## src/verilog/sbc_pkg.sv

```systemverilog
// Constants, field layouts and carrier types of the two-wire status and clock-select block.
// Assumes an APB master with 32-bit data on pclk and a two-wire bus outside the chip.
// Behaviour
// - Ack flag set on low data at ninth rise
// - Ack clears: stop, next first clock, release, disable
// - Wait release in transmit ends wait, drops driver
// - Start condition sets start flag, address phase
// - Start clears: stop, first clock after address, release
// - Stop condition sets stop flag, bus free
// - Stop clears at address first clock, disable, reset
// - Read-only status byte, fixed layout, resets zero
// - Clock level flag follows line when enabled
// - Data level flag follows line when enabled
// - Speed bit written only by software, resets zero
// - Filter bit switches digital input filter on
// - Clock select: levels read-only, top bits zero
package sbc_pkg;

    // Register indices; byte address is four times the index
    localparam logic [15:0] IDX_STATUS   = 16'hFF79;
    localparam logic [15:0] IDX_CLKSEL   = 16'hFF7A;
    localparam logic [15:0] IDX_CONTROL  = 16'hFF70;
    localparam logic [15:0] IDX_IRQ_STAT = 16'hFF71;
    localparam logic [15:0] IDX_IRQ_MASK = 16'hFF72;

    // Reset values
    localparam logic [7:0] RST_STATUS  = 8'h00;
    localparam logic [7:0] RST_CLKSEL  = 8'h00;
    localparam logic [7:0] RST_CONTROL = 8'h00;
    localparam logic [2:0] RST_IRQ     = 3'h0;

    // Clock-select fields
    localparam int CLK_SCL_LVL  = 5;
    localparam int CLK_SDA_LVL  = 4;
    localparam int CLK_SPEED    = 3;
    localparam int CLK_FILTER   = 2;
    localparam int CLK_DIV_HI   = 1;
    localparam int CLK_DIV_LO   = 0;
    localparam logic [7:0] CLK_WR_MASK = 8'h0F;

    // Control fields
    localparam int CTL_ENABLE   = 7;
    localparam int CTL_RELEASE  = 6;
    localparam int CTL_WAIT_REL = 5;
    localparam int CTL_TX_SET   = 3;
    localparam int CTL_TX_LEVEL = 0;

    // Interrupt fields
    localparam int IRQ_STOP  = 0;
    localparam int IRQ_START = 1;
    localparam int IRQ_ACK   = 2;

    // Bit counts within a byte
    localparam logic [3:0] BIT_NINTH = 4'h8;
    localparam logic [3:0] BIT_DONE  = 4'h9;

    // Timing
    localparam int CLK_PERIOD_NS = 8;
    localparam int FILT_DELAY_NS = 250;
    localparam int FILT_CYC =
        (FILT_DELAY_NS + CLK_PERIOD_NS - 1) / CLK_PERIOD_NS;

    typedef struct packed {
        logic master_status;
        logic arbitration_lost;
        logic extension_code_seen;
        logic address_match;
        logic transmit_status;
        logic ack_detected;
        logic start_detected;
        logic stop_detected;
    } sbc_status_s;

    typedef struct packed {
        logic scl;
        logic sda;
    } sbc_lines_s;

    function automatic logic [31:0] sbc_addr(input logic [15:0] idx);
        sbc_addr = {14'h0000, idx, 2'b00};
    endfunction : sbc_addr

endpackage : sbc_pkg

```

## src/verilog/sbc_line_filter.sv

```systemverilog
// Two-flop synchroniser with an optional stability filter for one bus line.
// Assumes the raw line is asynchronous to pclk and idles high.
`timescale 1ns/1ps
module sbc_line_filter #(
    parameter int FILT_CYC = sbc_pkg::FILT_CYC
) (
    // Clock and reset
    input  wire logic pclk,
    input  wire logic presetn,
    // Line
    input  wire logic raw_in,
    input  wire logic filter_en,
    output logic      level_q
);
    import sbc_pkg::*;

    logic       meta_q;
    logic       sync_q;
    logic [5:0] stable_q;
    wire        settled = (stable_q >= 6'(FILT_CYC - 1));

    always_ff @(posedge pclk or negedge presetn) begin
        if (!presetn) begin
            meta_q <= 1'b1;
            sync_q <= 1'b1;
        end else begin
            meta_q <= raw_in;
            sync_q <= meta_q;
        end
    end

    // Filter trades response time for immunity to short glitches
    always_ff @(posedge pclk or negedge presetn) begin
        if (!presetn) begin
            stable_q <= 6'h00;
            level_q  <= 1'b1;
        end else if (!filter_en || sync_q == level_q) begin
            stable_q <= 6'h00;
            level_q  <= sync_q;
        end else if (settled) begin
            stable_q <= 6'h00;
            level_q  <= sync_q;
        end else begin
            stable_q <= stable_q + 6'h01;
        end
    end

endmodule : sbc_line_filter

```

## src/verilog/sbc_status_clksel.sv

```systemverilog
// Status flags, clock select, wait control and APB register file of the two-wire block.
// Assumes an APB master on pclk and open-drain clock and data lines on the pins.
`timescale 1ns/1ps
module sbc_status_clksel #(
    parameter int FILT_CYC = sbc_pkg::FILT_CYC
) (
    // Clock and reset
    input  wire logic        pclk,
    input  wire logic        presetn,
    // APB slave
    input  wire logic        psel,
    input  wire logic        penable,
    input  wire logic        pwrite,
    input  wire logic [31:0] paddr,
    input  wire logic [31:0] pwdata,
    output logic      [31:0] prdata,
    output logic             pready,
    output logic             pslverr,
    // Serial clock line
    input  wire logic        serial_clock_line_in,
    output logic             serial_clock_line_out,
    output logic             serial_clock_line_oe_n,
    // Serial data line
    input  wire logic        serial_data_line_in,
    output logic             serial_data_line_out,
    output logic             serial_data_line_oe_n,
    // Interrupt
    output logic             irq
);
    import sbc_pkg::*;

    // Registers
    sbc_status_s stat_q;
    sbc_lines_s  lvl_q;
    sbc_lines_s  prev_q;
    sbc_lines_s  filt;
    logic [3:0]  clksel_q;
    logic        enable_q;
    logic        tx_level_q;
    logic        in_xfer_q;
    logic        addr_phase_q;
    logic        wait_q;
    logic [3:0]  bit_cnt_q;
    logic [2:0]  irq_stat_q;
    logic [2:0]  irq_mask_q;
    logic [31:0] prdata_q;
    logic        pready_q;
    logic        pslverr_q;
    logic        irq_q;
    logic        scl_oe_n_q;
    logic        sda_oe_n_q;

    // Line synchronisers and filters
    wire [1:0] raw_lines = {serial_clock_line_in, serial_data_line_in};
    wire [1:0] filt_lines;

    genvar g;
    generate
        for (g = 0; g < 2; g++) begin : g_line
            sbc_line_filter #(
                .FILT_CYC  (FILT_CYC)
            ) u_filt (
                .pclk      (pclk),
                .presetn   (presetn),
                .raw_in    (raw_lines[g]),
                .filter_en (clksel_q[CLK_FILTER]),
                .level_q   (filt_lines[g])
            );
        end
    endgenerate

    assign filt.scl = filt_lines[1];
    assign filt.sda = filt_lines[0];

    // Bus condition decode
    wire scl_rise   = filt.scl & ~prev_q.scl;
    wire scl_fall   = ~filt.scl & prev_q.scl;
    wire start_cond = enable_q & prev_q.scl & filt.scl & prev_q.sda & ~filt.sda;
    wire stop_cond  = enable_q & prev_q.scl & filt.scl & ~prev_q.sda & filt.sda;
    wire first_rise = enable_q & in_xfer_q & scl_rise & (bit_cnt_q == 4'h0);
    wire ninth_rise = enable_q & in_xfer_q & scl_rise & (bit_cnt_q == BIT_NINTH);
    wire ninth_fall = enable_q & in_xfer_q & scl_fall & (bit_cnt_q == BIT_DONE);

    // APB decode
    wire acc        = psel & penable & pready_q;
    wire wr         = acc & pwrite;
    wire hit_stat   = (paddr == sbc_addr(IDX_STATUS));
    wire hit_clk    = (paddr == sbc_addr(IDX_CLKSEL));
    wire hit_ctl    = (paddr == sbc_addr(IDX_CONTROL));
    wire hit_istat  = (paddr == sbc_addr(IDX_IRQ_STAT));
    wire hit_imask  = (paddr == sbc_addr(IDX_IRQ_MASK));
    wire hit_any    = hit_stat | hit_clk | hit_ctl | hit_istat | hit_imask;
    wire wr_clk     = wr & hit_clk;
    wire wr_ctl     = wr & hit_ctl;
    wire wr_istat   = wr & hit_istat;
    wire wr_imask   = wr & hit_imask;
    wire enable_d   = wr_ctl ? pwdata[CTL_ENABLE] : enable_q;
    wire release_p  = wr_ctl & pwdata[CTL_RELEASE];
    wire wait_rel_p = wr_ctl & pwdata[CTL_WAIT_REL];
    wire tx_set_p   = wr_ctl & pwdata[CTL_TX_SET];
    wire disable_p  = enable_q & ~enable_d;

    // Interrupt events
    wire [2:0] irq_evt = {ninth_rise & ~filt.sda, start_cond, stop_cond};

    // Read data selection
    wire [7:0] clk_rd  = {2'b00, lvl_q.scl, lvl_q.sda, clksel_q};
    wire [7:0] ctl_rd  = {enable_q, 6'h00, tx_level_q};
    wire [7:0] rd_byte =
        hit_stat  ? stat_q :
        hit_clk   ? clk_rd :
        hit_ctl   ? ctl_rd :
        hit_istat ? {5'h00, irq_stat_q} :
        hit_imask ? {5'h00, irq_mask_q} : 8'h00;

    // APB handshake: one wait cycle, then the answer
    always_ff @(posedge pclk or negedge presetn) begin
        if (!presetn) begin
            pready_q  <= 1'b0;
            prdata_q  <= 32'h0000_0000;
            pslverr_q <= 1'b0;
        end else begin
            pready_q  <= psel & penable & ~pready_q;
            prdata_q  <= {24'h00_0000, rd_byte};
            pslverr_q <= psel & penable & ~pready_q & ~hit_any;
        end
    end

    // Control register
    always_ff @(posedge pclk or negedge presetn) begin
        if (!presetn) begin
            enable_q   <= RST_CONTROL[CTL_ENABLE];
            tx_level_q <= RST_CONTROL[CTL_TX_LEVEL];
        end else if (wr_ctl) begin
            enable_q   <= pwdata[CTL_ENABLE];
            tx_level_q <= pwdata[CTL_TX_LEVEL];
        end
    end

    // Clock select: only the low nibble is writable
    always_ff @(posedge pclk or negedge presetn) begin
        if (!presetn) begin
            clksel_q <= RST_CLKSEL[3:0];
        end else if (wr_clk) begin
            clksel_q <= pwdata[3:0] & CLK_WR_MASK[3:0];
        end
    end

    // Line level flags read zero while disabled
    always_ff @(posedge pclk or negedge presetn) begin
        if (!presetn) begin
            lvl_q  <= '0;
            prev_q <= '{scl: 1'b1, sda: 1'b1};
        end else begin
            lvl_q.scl <= enable_q & filt.scl;
            lvl_q.sda <= enable_q & filt.sda;
            prev_q    <= filt;
        end
    end

    // Byte framing
    always_ff @(posedge pclk or negedge presetn) begin
        if (!presetn) begin
            in_xfer_q    <= 1'b0;
            addr_phase_q <= 1'b0;
            bit_cnt_q    <= 4'h0;
        end else if (!enable_q || stop_cond) begin
            in_xfer_q    <= 1'b0;
            addr_phase_q <= 1'b0;
            bit_cnt_q    <= 4'h0;
        end else if (start_cond) begin
            in_xfer_q    <= 1'b1;
            addr_phase_q <= 1'b1;
            bit_cnt_q    <= 4'h0;
        end else if (ninth_fall) begin
            addr_phase_q <= 1'b0;
            bit_cnt_q    <= 4'h0;
        end else if (in_xfer_q && scl_rise) begin
            bit_cnt_q    <= bit_cnt_q + 4'h1;
        end
    end

    // Acknowledge flag
    always_ff @(posedge pclk or negedge presetn) begin
        if (!presetn) begin
            stat_q.ack_detected <= RST_STATUS[2];
        end else if (!enable_q || disable_p) begin
            stat_q.ack_detected <= 1'b0;
        end else if (ninth_rise && !filt.sda) begin
            // A sampled acknowledge wins over a release in the same cycle
            stat_q.ack_detected <= 1'b1;
        end else if (stop_cond || release_p || first_rise) begin
            stat_q.ack_detected <= 1'b0;
        end
    end

    // Start flag
    always_ff @(posedge pclk or negedge presetn) begin
        if (!presetn) begin
            stat_q.start_detected <= RST_STATUS[1];
        end else if (!enable_q) begin
            stat_q.start_detected <= 1'b0;
        end else if (start_cond) begin
            // A seen start wins over a release in the same cycle
            stat_q.start_detected <= 1'b1;
        end else if (stop_cond || release_p) begin
            stat_q.start_detected <= 1'b0;
        end else if (first_rise && !addr_phase_q) begin
            stat_q.start_detected <= 1'b0;
        end
    end

    // Stop flag survives a bus release command
    always_ff @(posedge pclk or negedge presetn) begin
        if (!presetn) begin
            stat_q.stop_detected <= RST_STATUS[0];
        end else if (!enable_q) begin
            stat_q.stop_detected <= 1'b0;
        end else if (stop_cond) begin
            stat_q.stop_detected <= 1'b1;
        end else if (first_rise && addr_phase_q) begin
            stat_q.stop_detected <= 1'b0;
        end
    end

    // Transmit status and wait state
    always_ff @(posedge pclk or negedge presetn) begin
        if (!presetn) begin
            stat_q.transmit_status <= RST_STATUS[3];
            wait_q                 <= 1'b0;
        end else if (!enable_q || release_p) begin
            stat_q.transmit_status <= 1'b0;
            wait_q                 <= 1'b0;
        end else if (wait_rel_p && wait_q) begin
            wait_q                 <= 1'b0;
            stat_q.transmit_status <= 1'b0;
        end else begin
            if (tx_set_p) begin
                stat_q.transmit_status <= 1'b1;
            end
            if (ninth_fall) begin
                wait_q <= 1'b1;
            end
        end
    end

    // Flags outside this block stay at their reset value
    always_ff @(posedge pclk or negedge presetn) begin
        if (!presetn) begin
            stat_q.master_status       <= RST_STATUS[7];
            stat_q.arbitration_lost    <= RST_STATUS[6];
            stat_q.extension_code_seen <= RST_STATUS[5];
            stat_q.address_match       <= RST_STATUS[4];
        end else begin
            stat_q.master_status       <= 1'b0;
            stat_q.arbitration_lost    <= 1'b0;
            stat_q.extension_code_seen <= 1'b0;
            stat_q.address_match       <= 1'b0;
        end
    end

    // Line drivers: low output enable means the pin is pulled low
    always_ff @(posedge pclk or negedge presetn) begin
        if (!presetn) begin
            scl_oe_n_q <= 1'b1;
            sda_oe_n_q <= 1'b1;
        end else begin
            scl_oe_n_q <= ~(enable_q & wait_q);
            sda_oe_n_q <= ~(enable_q & stat_q.transmit_status & ~tx_level_q);
        end
    end

    // Interrupt status: a new event wins over a write-one clear
    always_ff @(posedge pclk or negedge presetn) begin
        if (!presetn) begin
            irq_stat_q <= RST_IRQ;
            irq_mask_q <= RST_IRQ;
            irq_q      <= 1'b0;
        end else begin
            irq_stat_q <= (irq_stat_q & ~(wr_istat ? pwdata[2:0] : 3'h0)) | irq_evt;
            if (wr_imask) begin
                irq_mask_q <= pwdata[2:0];
            end
            irq_q <= |(irq_stat_q & irq_mask_q);
        end
    end

    // Outputs
    assign prdata                 = prdata_q;
    assign pready                 = pready_q;
    assign pslverr                = pslverr_q;
    assign serial_clock_line_out  = 1'b0;
    assign serial_data_line_out   = 1'b0;
    assign serial_clock_line_oe_n = scl_oe_n_q;
    assign serial_data_line_oe_n  = sda_oe_n_q;
    assign irq                    = irq_q;

endmodule : sbc_status_clksel
```

## config.mk

```make
export PLATFORM = sky130hd
export DESIGN_NAME = sbc_status_clksel
export DESIGN_NICKNAME = d
export VERILOG_FILES = /design/src/verilog/sbc_pkg.sv /design/src/verilog/sbc_line_filter.sv /design/src/verilog/sbc_status_clksel.sv
export SDC_FILE = /design/constraint.sdc
export NUM_CORES = 1
export LEC_CHECK = 0
export ABC_AREA = 1
export BUFFER_PORTS_ARGS = -buffer_cell sky130_fd_sc_hd__buf_4
export CAP_MARGIN = 20
export CORE_MARGIN = 2
export CORE_UTILIZATION = 50
export DETAILED_ROUTE_END_ITERATION = 7
export PLACE_DENSITY = 0.92
export SLEW_MARGIN = 40
export SYNTH_ARGS = -nofsm -noshare
export SYNTH_HDL_FRONTEND = slang
export SYNTH_HIERARCHICAL = 1
export SYNTH_SLANG_ARGS = --single-unit
```

## constraint.sdc

```tcl
create_clock -name pclk -period 2.95 [get_ports pclk]
set_input_delay 0.59 -clock pclk [delete_from_list [all_inputs] [get_ports pclk]]
set_output_delay 0.59 -clock pclk [all_outputs]
set_load 0.05 [all_outputs]
```

Word level (Yosys, flattened, before mapping):

Cells that the tools add are included.

* bits in registers: 58
* input port bits: 71
* output and inout port bits: 39
* logic and storage cells: 164

* add/sub/neg operators: 3
* magnitude comparators: 2
* equality and inequality tests: 11
* multiplexer cells: 40
* bitwise logic cells: 51
* reductions and logical operators: 26

Operators with widths (count)
* == test 32 x 18 -> 1 bit (second input constant): 5
* bitwise AND 1 bit: 33
* two-way mux 1 bit: 26
* two-way mux 6 bit: 4
* two-way mux 8 bit: 3
* two-way mux 4 bit: 4
* adder 6 x 1 -> 6 bit (second input constant): 2
* >= comparator 6 x 5 -> 1 bit (second input constant): 2
* nonzero test 3 bit: 4
* inverter 1 bit: 10
* two-way mux 3 bit: 3
* == test 4 bit (second input constant): 2
* logical OR 1 bit: 7
* bitwise AND 3 bit: 2
* nonzero test 2 bit: 3
* logical AND 1 bit: 5
* adder 4 x 1 -> 4 bit (second input constant): 1
* zero test 1 bit: 4
* zero test 4 bit: 1
* != test 4 x 1 -> 1 bit (second input constant): 1
* OR 1 bit: 4
* nonzero test 4 bit: 1
* != test 3 x 1 -> 1 bit (second input constant): 1
* inverter 3 bit: 1
* 3 further kinds: 4

Logic depth before layout (Yosys ltp):

* depth after elaboration: 10
* mapped depth: 11

By module:

Netlist, hierarchy kept.

Modules (own cells, without submodules)
* sbc_status_clksel: instances 1, cells each 292, area each 2259.7 um2, sequential area each 980.9 um2
* sbc_line_filter: instances 2, cells each 39, area each 410.4 um2, sequential area each 229.0 um2

Least setup slack after synthesis:

No wires, ideal clock.

* path kind: input port to flip-flop
* start: input paddr[27]
* end: register enable_q
* library setup time: 0.119 ns
* arrival: 1.498 ns
* required time: 2.831 ns
* setup slack: 1.334 ns
* cell stages on the path: 8
* path buffers: 0
* cell sequence: nor2_1 -> nand2_1 -> inv_1 -> nand2_1 -> nor2_8 -> nand4_4 -> or2_1 -> o21a_1

* word-level cells in the longest chain between the ends: 3

RTL lines
* from (decl): RTL line sbc_status_clksel.sv:14 `input wire logic [31:0] paddr,`
* == test 32 x 18 -> 1 bit: RTL line sbc_status_clksel.sv:89 `wire hit_ctl = (paddr == sbc_addr(IDX_CONTROL));`
* bitwise AND 1 bit: RTL line sbc_status_clksel.sv:94 `wire wr_ctl = wr & hit_ctl;`
* two-way mux 1 bit
* named net enable_d: RTL line sbc_status_clksel.sv:97 `wire enable_d = wr_ctl ? pwdata[CTL_ENABLE] : enable_q;`
* to (signal assigned): RTL line sbc_status_clksel.sv:132 `enable_q <= RST_CONTROL[CTL_ENABLE];`
* to (signal assigned): RTL line sbc_status_clksel.sv:135 `enable_q <= pwdata[CTL_ENABLE];`
* to (decl): RTL line sbc_status_clksel.sv:38 `logic enable_q;`

The timed path passes the listed nets, and every way through them passes these cells.
A chain may end at the register's enable or synchronous reset.

Final worst setup path:

* start: register sda_oe_n_q, in the netlist serial_data_line_oe_n
* end: output serial_data_line_oe_n

RTL lines
* from (decl): RTL line sbc_status_clksel.sv:51 `logic sda_oe_n_q;`
* from (signal assigned): RTL line sbc_status_clksel.sv:269 `sda_oe_n_q <= ~(enable_q & stat_q.transmit_status & ~tx_level_q);`
* to (decl): RTL line sbc_status_clksel.sv:26 `output logic serial_data_line_oe_n,`

No word-level cell between the ends.

==> flow_summary.yaml <==
run_status:
  status: "complete, no violations"
global_route:
  grtUsageMet3_pct: 6.20
  grt_max_degree: 58
  grt-ovfl-total: 0
  use_met2_pct: 35.6
  met1_usage_pct: 21.2
  top_usage_layer: "met2"
  grt_use_total_pct: 19.7
  grt_pass1_vias: 2364
  grt_pass1_wl_mm: 9.98
  antenna_found_initial: 0
clock_tree:
  cts-root-buf: "clkbuf_8"
  cts_hold_buf: 0
  cts_tree: "done"
  htreeDepth: 3
  cts_buffers: 9
  cts-resized-gates: 0
  cts_setup_buffers: 0
  cts_sinks: 57
  clk_latency_ns: 0.34
  clk_pin_slew_ns: 0.07
  clock_path_buffers: 2
setup_path:
  cp_slowest_cell: "dfstp_2"
  slowest_delay_ns: 0.52
  cp-start-kind: "flip-flop"
  crit_path_max_fanout: 1
  required_ns: 2.36
  path_buf_inv: 1
  cpLargestDelayFamily: "flip-flops"
  path_class: "reg2out"
  cp-end-kind: "output port"
  worstPathArrival_ns: 1.04
  crit_chain: "buf_4"
place:
  dpl.hpwl_mm: 4.53
  pre_cts_slack_ns: 1.04
  portBuffers: 57
  gp_congestion: 0.891
final_layout:
  final_common_cell: "nand2_1"
  final_cell_mix: "nand2_1, buf_4, inv_1"
  final_layout_size_suffix_gt1_share_pct: 24.7
  fill_cells: 506
  syn_to_final_growth_pct: 20.1
  n_antenna_cell: 0
  layout.nets: 512
synthesis:
  synthCells: 370
  synth_top_cell_by_area: "dfrtp_1"
  yosys_most_used_dff: "dfrtp_1"
  synth_top_area_share_pct: 38.2
  ys_ff_latch: 57
  syn_avg_cell_area_um2: 8.33
  async_flop_share_pct: 100
  synth_cell_types: 35
  yosysWarnings: 6
  syn_area_um2: 3080
  ys_seq_area_share_pct: 46.7
  synth-edff-count: 0
  synth.area.top_cells: "dfrtp_1, nand2_1, dfstp_2"
floorplan:
  rows: 28
  die_h_um: 82.5
  dieArea_um2: 6800
  start_util_pct: 52.0
  core_area_um2: 5920
  num_io_pins: 110
  die_w_um: 82.5
sta:
  setup_viol: 0
  finalHoldViolations: 0
  fin_crit_ns: 1.63
  slew_viol_final: 0
  setup_slack_ns: 1.32
  fin_skew_ns: 0.0104
  slew_headroom_pct: 55.1
  rsz0062_at_grt: "false"
  tns_ns: 0
  fmax_mhz: 613
  fin_crit_sh_pct: 55.3
  worst_pin_slew_ns: 0.673
min_path:
  hold_class: "in2async"
job:
  cap_viol_max_count: 0
routing:
  dr.pass1.iters: 5
  vias: 2504
  drc: 0
  avgViaCountPerCell: 4.85
  initialDrtViolationCount: 231
  wire_per_inst_um: 11.7
  wl_mm: 6.04
  antenna_left: 0
pwr:
  power.leakage_nw: 1.90
  p_per_area_nw_per_um2: 468
  vdd_drop_max_v: 0.000284
worst register-to-register path: stages, from the launching register on:
cell and delay (ns):
dfstp_2 0.59, inv_1 0.07, nor3_2 0.29, inv_2 0.08, nor2_1 0.20, a31oi_1 0.13
nor3_1 0.18
final timing paths:
kind,from,end,slack [ns],cells past startpoint
max reg2reg,g_line[1].u_filt/level_q$_DFFE_PN1P_,bit_cnt_q[3]$_DFFE_PN0P_,1.33,6
max,serial_data_line_oe_n$_DFF_PN1_,serial_data_line_oe_n,1.32,1
min,presetn,clksel_q[3]$_DFFE_PN0P_,0.29,1
min in group pclk,serial_data_line_in,g_line[0].u_filt/meta_q$_DFF_PN1_,0.36,1
min reg2reg,g_line[1].u_filt/meta_q$_DFF_PN1_,g_line[1].u_filt/sync_q$_DFF_PN1_,0.36,0
max in group asynchronous,presetn,in_xfer_q$_DFFE_PN0P_,2.22,1
where the power goes:
group	switching, mW	internal, mW
sequential	0.00612	0.794
combinational	0.131	0.0504
clock	0.293	0.458
total	0.430	1.30
sequential cells by signal, summed over array words and instances (netlist names), 2 cells and up:
register,flops
g_line.u_filt/sync_q,2
stat_q,4
clk_rd,2
clksel_q,4
irq_stat_q,3
g_line.u_filt/stable_q,12
g_line.u_filt/meta_q,2
g_line.u_filt/level_q,2
irq_mask_q,3
prev_q,2
bit_cnt_q,4
prdata,7
metrics by stage:
step                utilization, %  instance area [um^2]  power [mW]  hold WS (ns)  std cells
floorplan                        -                  3180       0.949         0.294        396
global placement              59.0                  3490       0.990         0.345        500
detailed placement            59.0                  3490       0.995         0.348        500
CTS                           62.5                  3700        1.75         0.311        516
global route                  62.5                  3700        1.80         0.344        516
finish                        62.5                  3700        1.73         0.289        516
per-layer routing:
metal	routed length, um	vias to the layer above
met4	78	0
li1	-	1238
met3	463	10
met5	0	-
met2	3230	95
met1	2270	1161
layout make-up:
class | instances | area [um^2] | share of cell area [%]
clock buffer | 14 | 173 | 4.67
clock inverter | 2 | 35.0 | 0.947
inverter | 57 | 215 | 5.82
multi-input combinational | 254 | 1320 | 35.6
sequential | 57 | 1440 | 38.9
tap | 75 | 93.8 | 2.54
timing repair buffer | 57 | 428 | 11.6
Yosys cell counts, drive strengths merged (5+ instances only):
master,count
dfstp,10
ha,5
nand4,16
dfrtp,47
nand2,84
nor3,6
o21ai,16
buf,28
inv,56
nor2,58
nand3,25
a21oi,7
cells by family (layout without fill, tap and decap cells):
| logic type | after synthesis | in the layout | synth area share [%] |
|---|---|---|---|
| other | 1 | 27 | 0.122 |
| adders and majority gates | 5 | 5 | 2.03 |
| xor gates and xnor gates | 4 | 4 | 1.14 |
| and+or+nand+nor | 193 | 193 | 31.8 |
| DFF | 57 | 57 | 46.7 |
| AOI/OAI and AO/OA | 25 | 25 | 4.43 |
| buffers and inverters | 85 | 130 | 13.7 |
No activity file was read; power rests on OpenSTA's default activity.
